`src/dma_addr_pkg.sv`:
```
// Package for the DMA channel address register bank.
// Assumes APB with 32-bit data and one aligned word per register.
package dma_addr_pkg;
    localparam int ADDR_W = 24;
    localparam int REG_W = 16;
    localparam int HIGH_W = 8;
    localparam int PADDR_W = 12;
    // Register byte offsets (chosen: none printed)
    localparam logic [11:0] OFF_START_HIGH = 12'h000;
    localparam logic [11:0] OFF_START_LOW = 12'h004;
    localparam logic [11:0] OFF_LAST_HIGH = 12'h008;
    localparam logic [11:0] OFF_LAST_LOW = 12'h00C;
    localparam logic [11:0] OFF_XFER_CTRL = 12'h010;
    localparam logic [11:0] OFF_XFER_STAT = 12'h014;
    localparam logic [23:0] ADDR_RESET = 24'h00_0000;
    localparam logic [31:0] DATA_ZERO = 32'h0000_0000;
    // Control and status register fields
    localparam int CTRL_DIR_BIT = 0;
    localparam int STAT_BUSY_BIT = 0;
    typedef enum logic [1:0] {
        ST_IDLE = 2'b00,
        ST_RUN = 2'b01,
        ST_LAST = 2'b11
    } xfer_state_e;
endpackage : dma_addr_pkg

```
`src/dma_ram_addr_gen.sv`:
```
// Address walker: steps a 24-bit RAM address through a transfer.
// Assumes the engine raises step once per RAM access it performs.
`timescale 1ns/1ps
module dma_ram_addr_gen #(
    parameter int ADDR_W = 24
) (
    // Clock and reset
    input wire logic pclk,
    input wire logic presetn,
    // Control
    input wire logic load,
    input wire logic [ADDR_W-1:0] base,
    input wire logic step,
    // Current address
    output logic [ADDR_W-1:0] addr
);
    logic [ADDR_W-1:0] addr_r;
    always_ff @(posedge pclk or negedge presetn) begin
        if (!presetn) begin
            addr_r <= '0;
        end else if (load) begin
            addr_r <= base;
        end else if (step) begin
            addr_r <= addr_r + ADDR_W'(1);
        end
    end
    assign addr = addr_r;
endmodule : dma_ram_addr_gen

```
`src/dma_channel_address_regs.sv`:
```
// APB register bank for one DMA channel's start address and the
// most recent RAM address touched by the DMA engine.
// Assumes an APB master on pclk; engine access strobes synchronous.
// Contract
// (RULE1) Bits 15..8 of each upper address register read zero and ignore writes.
// (RULE2) Upper start register bits 7..0 hold start address bits 23..16, RW, reset zero.
// (RULE3) Lower start register holds start address bits 15..0, RW, reset zero.
// (RULE4) The 24-bit start address is the source or destination of the transfer.
// (RULE5) Upper recent register bits 7..0 report recent address bits 23..16, RO.
// (RULE6) Lower recent register reports recent address bits 15..0, RO, reset zero.
// (RULE7) Each engine RAM access updates the recent pair; software writes do nothing.
`timescale 1ns/1ps
module dma_channel_address_regs #(
    parameter int ADDR_W = 24,
    parameter int LEN_W = 16
) (
    // Clock and reset
    input wire logic pclk,
    input wire logic presetn,
    // APB slave
    input wire logic psel,
    input wire logic penable,
    input wire logic pwrite,
    input wire logic [11:0] paddr,
    input wire logic [31:0] pwdata,
    input wire logic [3:0] pstrb,
    output logic [31:0] prdata,
    output logic pready,
    output logic pslverr,
    // Engine side
    input wire logic xfer_start,
    input wire logic ram_access,
    input wire logic [LEN_W-1:0] xfer_len,
    output logic [ADDR_W-1:0] ram_addr,
    output logic ram_addr_is_src,
    output logic xfer_busy
);
    logic [ADDR_W-1:0] start_addr_r;
    logic [ADDR_W-1:0] last_addr_r;
    logic dir_src_r;
    logic [31:0] prdata_r;
    logic pslverr_r;
    logic [ADDR_W-1:0] ram_addr_r;
    logic busy_r;
    logic [LEN_W-1:0] left_r;
    logic [ADDR_W-1:0] walk_addr;
    dma_addr_pkg::xfer_state_e state_r;
    logic wr_en;
    logic rd_en;
    logic acc_en;
    logic pready_r;

    // Decode shared by the error flag and its check
    function automatic logic hit(input logic [11:0] a);
        hit = (a == dma_addr_pkg::OFF_START_HIGH) || (a == dma_addr_pkg::OFF_START_LOW)
            || (a == dma_addr_pkg::OFF_LAST_HIGH) || (a == dma_addr_pkg::OFF_LAST_LOW)
            || (a == dma_addr_pkg::OFF_XFER_CTRL) || (a == dma_addr_pkg::OFF_XFER_STAT);
    endfunction : hit

    function automatic logic [7:0] lane(input logic [7:0] old, input logic [7:0] nw,
                                      input logic en);
        lane = en ? nw : old;
    endfunction : lane

    assign wr_en = psel && penable && pwrite;
    assign rd_en = psel && !penable && !pwrite;
    assign acc_en = psel && penable;

    // RULE2 RULE3 RULE1 start address writes
    always_ff @(posedge pclk or negedge presetn) begin
        if (!presetn) begin
            start_addr_r <= dma_addr_pkg::ADDR_RESET;
            dir_src_r <= 1'b0;
        end else if (wr_en) begin
            unique case (paddr)
                // RULE1 RULE2 upper byte only
                dma_addr_pkg::OFF_START_HIGH: begin
                    start_addr_r[23:16] <= lane(start_addr_r[23:16], pwdata[7:0], pstrb[0]);
                end
                // RULE3 both low lanes
                dma_addr_pkg::OFF_START_LOW: begin
                    start_addr_r[15:8] <= lane(start_addr_r[15:8], pwdata[15:8], pstrb[1]);
                    start_addr_r[7:0] <= lane(start_addr_r[7:0], pwdata[7:0], pstrb[0]);
                end
                // RULE4 source or destination
                dma_addr_pkg::OFF_XFER_CTRL: begin
                    if (pstrb[0]) begin
                        dir_src_r <= pwdata[dma_addr_pkg::CTRL_DIR_BIT];
                    end
                end
                default: begin
                end
            endcase
        end
    end

    // RULE4 transfer sequencing
    // A zero length start is dropped: no access, no busy
    always_ff @(posedge pclk or negedge presetn) begin
        if (!presetn) begin
            state_r <= dma_addr_pkg::ST_IDLE;
            left_r <= '0;
        end else begin
            unique case (state_r)
                dma_addr_pkg::ST_IDLE: begin
                    if (xfer_start && xfer_len != '0) begin
                        left_r <= xfer_len;
                        state_r <= (xfer_len == LEN_W'(1)) ? dma_addr_pkg::ST_LAST
                                                           : dma_addr_pkg::ST_RUN;
                    end
                end
                dma_addr_pkg::ST_RUN: begin
                    if (ram_access) begin
                        left_r <= left_r - LEN_W'(1);
                        if (left_r == LEN_W'(2)) begin
                            state_r <= dma_addr_pkg::ST_LAST;
                        end
                    end
                end
                dma_addr_pkg::ST_LAST: begin
                    if (ram_access) begin
                        left_r <= '0;
                        state_r <= dma_addr_pkg::ST_IDLE;
                    end
                end
                default: begin
                    state_r <= dma_addr_pkg::ST_IDLE;
                end
            endcase
        end
    end

    // RULE4 start address seeds the walk
    dma_ram_addr_gen #(
        .ADDR_W(ADDR_W)
    ) u_walk (
        .pclk(pclk),
        .presetn(presetn),
        .load(state_r == dma_addr_pkg::ST_IDLE),
        .base(start_addr_r),
        .step(ram_access && state_r != dma_addr_pkg::ST_IDLE),
        .addr(walk_addr)
    );

    // Outputs registered; address presented is the start while idle, else the walk's
    // One edge behind the walk, traded for a glitch-free address pin
    always_ff @(posedge pclk or negedge presetn) begin
        if (!presetn) begin
            ram_addr_r <= dma_addr_pkg::ADDR_RESET;
            busy_r <= 1'b0;
        end else begin
            ram_addr_r <= (state_r == dma_addr_pkg::ST_IDLE) ? start_addr_r : walk_addr;
            busy_r <= (state_r != dma_addr_pkg::ST_IDLE);
        end
    end

    // RULE7 RULE5 RULE6 recent address capture
    // Strobes while idle are not engine accesses and are ignored
    always_ff @(posedge pclk or negedge presetn) begin
        if (!presetn) begin
            last_addr_r <= dma_addr_pkg::ADDR_RESET;
        end else if (ram_access && state_r != dma_addr_pkg::ST_IDLE) begin
            last_addr_r <= walk_addr;
        end
    end

    // RULE1 RULE5 RULE6 read mux, upper bits zero
    // Launched at setup so the word stands through the access phase
    always_ff @(posedge pclk or negedge presetn) begin
        if (!presetn) begin
            prdata_r <= dma_addr_pkg::DATA_ZERO;
        end else if (rd_en) begin
            prdata_r <= dma_addr_pkg::DATA_ZERO;
            unique case (paddr)
                // RULE1 RULE2 top bits stay zero
                dma_addr_pkg::OFF_START_HIGH: begin
                    prdata_r[7:0] <= start_addr_r[23:16];
                end
                // RULE3 full low half
                dma_addr_pkg::OFF_START_LOW: begin
                    prdata_r[15:0] <= start_addr_r[15:0];
                end
                // RULE5 recent upper byte
                dma_addr_pkg::OFF_LAST_HIGH: begin
                    prdata_r[7:0] <= last_addr_r[23:16];
                end
                // RULE6 recent low half
                dma_addr_pkg::OFF_LAST_LOW: begin
                    prdata_r[15:0] <= last_addr_r[15:0];
                end
                dma_addr_pkg::OFF_XFER_CTRL: begin
                    prdata_r[dma_addr_pkg::CTRL_DIR_BIT] <= dir_src_r;
                end
                dma_addr_pkg::OFF_XFER_STAT: begin
                    prdata_r[dma_addr_pkg::STAT_BUSY_BIT] <= busy_r;
                end
                default: begin
                end
            endcase
        end
    end

    // Unmapped addresses answer with an error, zero data
    always_ff @(posedge pclk or negedge presetn) begin
        if (!presetn) begin
            pslverr_r <= 1'b0;
        end else begin
            pslverr_r <= psel && !penable && !hit(paddr);
        end
    end

    // Ready low through reset, then every access completes at once
    always_ff @(posedge pclk or negedge presetn) begin
        if (!presetn) begin
            pready_r <= 1'b0;
        end else begin
            pready_r <= 1'b1;
        end
    end

    assign prdata = prdata_r;
    assign pslverr = pslverr_r;
    assign pready = pready_r;
    assign ram_addr = ram_addr_r;
    assign ram_addr_is_src = dir_src_r;
    assign xfer_busy = busy_r;
endmodule : dma_channel_address_regs

```
`config.mk`:
```
export PLATFORM = sky130hd
export DESIGN_NAME = dma_channel_address_regs
export DESIGN_NICKNAME = d
export VERILOG_FILES = /design/src/dma_addr_pkg.sv /design/src/dma_ram_addr_gen.sv /design/src/dma_channel_address_regs.sv
export SDC_FILE = /design/constraint.sdc
export NUM_CORES = 1
export LEC_CHECK = 0
export BUFFER_PORTS_ARGS = -buffer_cell sky130_fd_sc_hd__buf_2
export CAP_MARGIN = 20
export CORE_AREA = 2 2 125 102
export CTS_CLUSTER_DIAMETER = 40
export DETAILED_ROUTE_END_ITERATION = 6
export DIE_AREA = 0 0 127 104
export PLACE_DENSITY = 0.79
export SYNTH_ARGS = -nofsm -noshare
export SYNTH_HDL_FRONTEND = slang
export SYNTH_SLANG_ARGS = --single-unit
```
`constraint.sdc`:
```
create_clock -name pclk -period 2.7 [get_ports pclk]
set_clock_uncertainty 0.05 [all_clocks]
set_input_delay 0.675 -clock pclk [delete_from_list [all_inputs] [get_ports pclk]]
set_output_delay 0.675 -clock pclk [all_outputs]
set_load 0.01 [all_outputs]
```
==> summary.txt, run 1 <==
Global routing
  – Grt ovf: 0
  – First-pass GRT wire length: 27,100 µm
  – Number of global-route vias before repair: 5,221
  – Total GRT Usage: 26.4%
  – Largest net degree at the start of global routing: 73
  – Initial antenna violation count: 0

Logic synthesis
  – Sequential fraction of the synthesis area: 51.9%
  – Fraction of the mapped netlist area in adder cells: 0.581%
  – XOR/XNOR Fraction of Synth Area: 1.76%
  – Largest family of logic cells by synthesized area: simple AND/OR/NAND/NOR gates
  – Syn avg cell area: 10.5 µm²
  – Synth top area share: 51.9%
  – Post-Syn Instances: 613
  – #FFs+latches synth: 134
  – Top FF cell, synth: dfrtp_1
  – Netlist cell types: 57
  – Synth Area in Compound Gates: 9.39%
  – Synth area leaders: dfrtp_1, mux2_2, nand2_1, mux4_2, o21ai_0
  – Synth Warn #: 0
  – Ys async rst share: 100%
  – Post-synthesis mux area share: 13.7%
  – Number of enable flip-flop cells after synthesis: 0
  – Post-Synth Simple-Gate Area: 18.3%
  – Post-Syn Area: 0.00646 mm²
  – Area leader, netlist: dfrtp_1

Detailed routing
  – Remaining DRCs: 0
  – Number of antenna-violating nets in the routed design: 0
  – Met2 WL: 7710 µm
  – Routed wire length: 16,700 µm
  – DR top layer: met4
  – Initial DRC Count: 423
  – Number of detailed-route iterations in the first pass: 5
  – Routed wire per std cell: 19.1 µm
  – Met3 Routed Length: 1160 µm
  – Via count: 5,270
  – Met1 WL: 7530 µm
  – Vias/cell: 6.01

Floorplanning
  – Die H: 104 µm
  – Die area: 0.0132 mm²
  – Starting Density: 53.9%
  – # rows: 36
  – I/O pin count: 131
  – Die W: 127 µm
  – Core Box Area: 0.0120 mm²

Timing
  – Final setup TNS: 0 ns
  – Slew margin rel.: 55.0%
  – FMAX: 0.448 GHz
  – Setup violators final: 0
  – Max Slew Vio Count: 0
  – Hold WS: 0.238 ns
  – Pin slew with the least headroom to its limit: 0.676 ns
  – Final Critical Period: 2.23 ns
  – Hold Fails Final Rpt: 0
  – RSZ-0062 raised after global routing: no
  – Fin crit share: 82.7%

Final layout
  – Fillers: 914
  – Fin nets: 786
  – Layout area overhead: 19.9%
  – Share of post-route cells with drive strength above 1: 29.1%
  – Final antenna diode count: 0
  – Final instance area: 0.00775 mm²

Clocking
  – Root Driver: clkbuf_16
  – CTS Buf Count: 17
  – H-tree levels: 4
  – Clock Latency Late Sink: 0.42 ns
  – # resized after CTS: 0
  – # hold bufs at CTS: 0
  – Clock Tree Buf Depth: 2
  – CTS Sinks: 134
  – Clock-pin slew on the worst setup and hold paths: 0.06 ns
  – Post CTS Setup Buffer Count: 0
  – CTS tree: yes

Critical path
  – FF-to-FF path depth: 4
  – Worst Setup Start Kind: primary input
  – CP Data Arrival Time: 2.48 ns
  – Kind of critical path: in2reg
  – Crit path capture type: flop
  – Worst Path Required: 2.95 ns
  – Flop2flop setup slack: 0.49 ns
  – Critical Path Fanout Max: 11

Worst hold path
  – Tightest Hold Check Type: in2async

Place
  – IO Port Bufs: 96
  – Hpwl dp: 11,500 µm
  – RD Place Congestion: 0.922
  – Placed Area: 0.00710 mm²

Power
  – PwrDens: 766 mW/mm²
  – Worst VDD drop: 0.476 mV
  – Tot Pwr: 5.94 mW
  – LEAKAGE: 3.73 nW

Status
  – Status: completed

Run
  – Max-cap violation count: 0
report_power, final:
part           internal (mW)  total [mW]  switching (mW)  leakage (nW)
logic                  0.391       0.848           0.457          1.71
registers               2.28        2.55           0.275          1.69
clock network           1.69        2.54           0.856         0.320
layout make-up:
cell class	count	area, µm²	share of cell area (%)
clock inverters	12	199	2.57
repair buffers	112	632	8.15
inverters	9	33.8	0.436
well taps	152	190	2.45
clock buffers	20	457	5.89
flip-flops and latches	134	3350	43.3
multi-input cells	438	2890	37.2
cells in the final DEF, fill, tap and decap left out, drive strengths merged, types with 12 or more instances in the layout:
master	instances
mux2	51
o21ai	31
nand3	27
buf	112
mux2i	13
conb	17
clkbuf	20
nand4	13
nor4	12
dfrtp	134
nand2	120
nor2	22
state kept, by name (all words and copies together), names as in the netlist:
signal           count
ram_addr            24
start_addr_r        24
prdata              16
xfer_busy            1
u_walk.addr         24
last_addr_r         24
pslverr              1
left_r              16
ram_addr_is_src      1
state_r              2
pready               1
Yosys cell counts, drive strengths merged (9+ instances only):
library cell and count:
or3 11, nor4 12, nand2 120, nand4 13
inv 9, nor2 22, or4 9, mux2 51
clkbuf 23, nand3 27, o211ai 11, buf 24
dfrtp 134, mux2i 13, o21ai 31
stage by stage:
stage | util (%) | setup WS, ns | instances
detailed placement | 59.2 | 0.0382 | 845
floorplan | - | 0.335 | 628
CTS | 64.7 | 0.462 | 877
global route | 64.7 | 0.404 | 877
finish | 64.7 | 0.467 | 877
global placement | 59.2 | 0.133 | 845
final timing paths:
check                           start         endpoint
min                           presetn  u_walk.addr[18]
max                          paddr[7]  start_addr_r[0]
min in group pclk           prdata[4]        prdata[4]
max reg2reg                left_r[10]       left_r[13]
min reg2reg                 prdata[4]        prdata[4]
max in group asynchronous     presetn  last_addr_r[10]
cell families after synthesis:
logic type / after synthesis
flip-flops: 134
multiplexers: 72
AND/OR/NAND/NOR: 243
other: 2
XOR/XNOR: 13
AO/OA/AOI/OAI: 90
adder cells (fa/ha/maj): 3
buffers and inverters: 56
metal layers:
metal  track usage (%)  vias to the layer above
met3              5.76                       34
met2              39.7                      244
li1                  -                     2390
met1              37.9                     2602
met4              9.42                        0
met5                 0                        -
worst max-delay path: stages:
cell and delay (ns):
buf_2 0.09, or4_4 0.54, nor4_2 0.26, buf_4 0.23
nand4_2 0.30, mux2_2 0.38
(Power assumes the default switching activity.)
==> inputs of run 2 (changes only) <==
Settings changed: CORE_AREA 2 2 125 102 to 2 2 131 107, DIE_AREA 0 0 127 104 to 0 0 133 109, PLACE_DENSITY 0.79 to 0.75.
Clock period 2.7 ns to 1.9 ns, I/O delays scaled along.
==> summary.txt, run 2 (synthesis gave the netlist of run 1 again) <==
Status
  – Status: complete, but fails checks
  – Violated checks: setup timing

Final layout
  – Area taken by multi-input logic gates: 0.00297 mm²
  – Fin cells: 967
  – Most common cell after layout, fill and taps aside: dfrtp_1
  – Register Area: 0.00336 mm²
  – Most frequent cells in the layout: dfrtp_1, nand2_1, buf_2, buf_4, mux2_2
  – Core Util, Final: 62.1%
  – Fillers: 1,072
  – Share of post-route cells with drive strength above 1: 36.1%
  – Layout area overhead: 27.5%
  – Final antenna diode count: 0
  – Fin nets: 848

Timing
  – FMAX: 0.516 GHz
  – Setup slack after layout: -0.0367 ns
  – Setup violators final: 2
  – Hold WS: 0.0197 ns
  – Hold Fails Final Rpt: 0
  – Final Critical Period: 1.94 ns
  – Final setup TNS: -0.0416 ns
  – RSZ-0062 raised after global routing: yes
  – Fin crit share: 102%
  – Max Slew Vio Count: 0

Clocking
  – Clock-pin slew on the worst setup and hold paths: 0.06 ns
  – CTS Buf Count: 17
  – Root Driver: clkbuf_16
  – CTS Sinks: 134
  – # hold bufs at CTS: 0
  – H-tree levels: 4
  – Clock Latency Late Sink: 0.42 ns
  – Clock Tree Buf Depth: 2
  – CTS tree: yes

Place
  – Dpl cells: 932
  – RD Place Congestion: 0.944
  – IO Port Bufs: 96
  – Hpwl dp: 12,400 µm

Floorplanning
  – Die H: 109 µm
  – Die area: 0.0145 mm²
  – Core Box Area: 0.0133 mm²
  – Starting Density: 48.7%
  – Die W: 133 µm
  – I/O pin count: 131
  – # rows: 38

Detailed routing
  – Routed wire length: 17,400 µm
  – Vias/cell: 5.60
  – Remaining DRCs: 0
  – Via count: 5,412
  – Initial DRC Count: 488
  – Number of antenna-violating nets in the routed design: 0
  – Routed wire per std cell: 18.0 µm
  – Number of detailed-route iterations in the first pass: 5

Critical path
  – FF-to-FF path depth: 4
  – CP Cell Sequence: or3_1 > or3_4 > o311a_1 > a211o_1
  – Crit path capture type: flop
  – Worst Path Required: 2.16 ns
  – CP Data Arrival Time: 2.19 ns
  – Kind of critical path: reg2reg
  – CP max-delay cell: or3_1
  – Critical Path Fanout Max: 4
  – Flop2flop setup slack: -0.04 ns
  – RR Endpoint: left_r[13]
  – Worst Setup Start Kind: flop
  – Slowest stage delay, CP: 0.45 ns
  – R2R Path Start: left_r[6]

Global routing
  – Initial antenna violation count: 0
  – Total GRT Usage: 25.3%
  – Largest net degree at the start of global routing: 72
  – Number of global-route vias before repair: 5,456
  – First-pass GRT wire length: 28,200 µm
  – Grt ovf: 0

Power
  – Clock share of power: 37.2%
  – NetSw: 2.31 mW
  – Combinational Power Share: 20.0%
  – PwrDens: 998 mW/mm²
  – Tot Pwr: 8.22 mW
  – Reg power frac: 42.8%
  – LEAKAGE: 3.98 nW
  – Worst VDD drop: 0.680 mV
  – Int Power: 5.91 mW
  – Switch share: 28.1%

Worst hold path
  – Tightest Hold Check Type: in2async

Run
  – Max-cap violation count: 0
==> run 2: cell types whose count changed in the layout (fill, tap and decap cells not counted), sizes merged <==
cell / change
buf: +62
bufinv: -4
clkbuf: +3
clkinvlp: +2
inv: -1
==> run 2: cell type report <==
cell class / instances / share of cell area (%)
clock buffers: 23 / 5.68
clock inverters: 9 / 0.941
well taps: 180 / 2.73
multi-input cells: 438 / 36.0
inverters: 9 / 0.410
repair buffers: 174 / 13.6
flip-flops and latches: 134 / 40.7
==> run 2: worst max-delay path by stage <==
stage              start                to  slack [ns]
2_1_floorplan   paddr[7]  start_addr_r[10]       -0.19
3_3_place_gp    paddr[7]   start_addr_r[7]       -0.38
3_5_place_dp    paddr[7]   start_addr_r[7]       -0.41
4_1_cts        left_r[8]        left_r[13]       -0.04
5_1_grt        left_r[8]        left_r[13]       -0.08
6_report       left_r[6]        left_r[13]       -0.04
==> run 2: metal layers <==
metal	part of all wire [%]	vias to the layer above	global-route usage, %
met2	45	222	39.5
met3	7.4	26	6.56
met1	46	2660	35.0
met5	0	-	0
li1	-	2504	-
met4	1.6	0	7.76
==> run 2: timing repair <==
item	in CTS	in global routing
setup endpoints to repair	6	26
resized for setup	5	17
pin swaps	2	4
setup buffers	0	3
==> run 2: worst max-delay path, delay by kind of cell (launching register included) <==
| kind | cells | cell delay [ns] |
|---|---|---|
| compound gates | 2 | 0.51 |
| flops | 1 | 0.41 |
| simple gates | 2 | 0.85 |
==> run 2: stage by stage <==
step	setup slack, ns	cell area (µm²)
after detailed placement	-0.412	7600
after global placement	-0.378	7600
after floorplan	-0.194	6540
after CTS	-0.0397	8170
after global routing	-0.0809	8240
final	-0.0367	8240
==> run 2: power groups by stage <==
stage | clock [mW] | combinational (mW) | sequential, mW
after CTS | 3.10 | 1.59 | 3.51
after global routing | 3.23 | 1.81 | 3.58
final | 3.06 | 1.64 | 3.52
after detailed placement | 0 | 1.56 | 3.54
after floorplan | 0 | 0.751 | 3.57
after global placement | 0 | 1.51 | 3.52
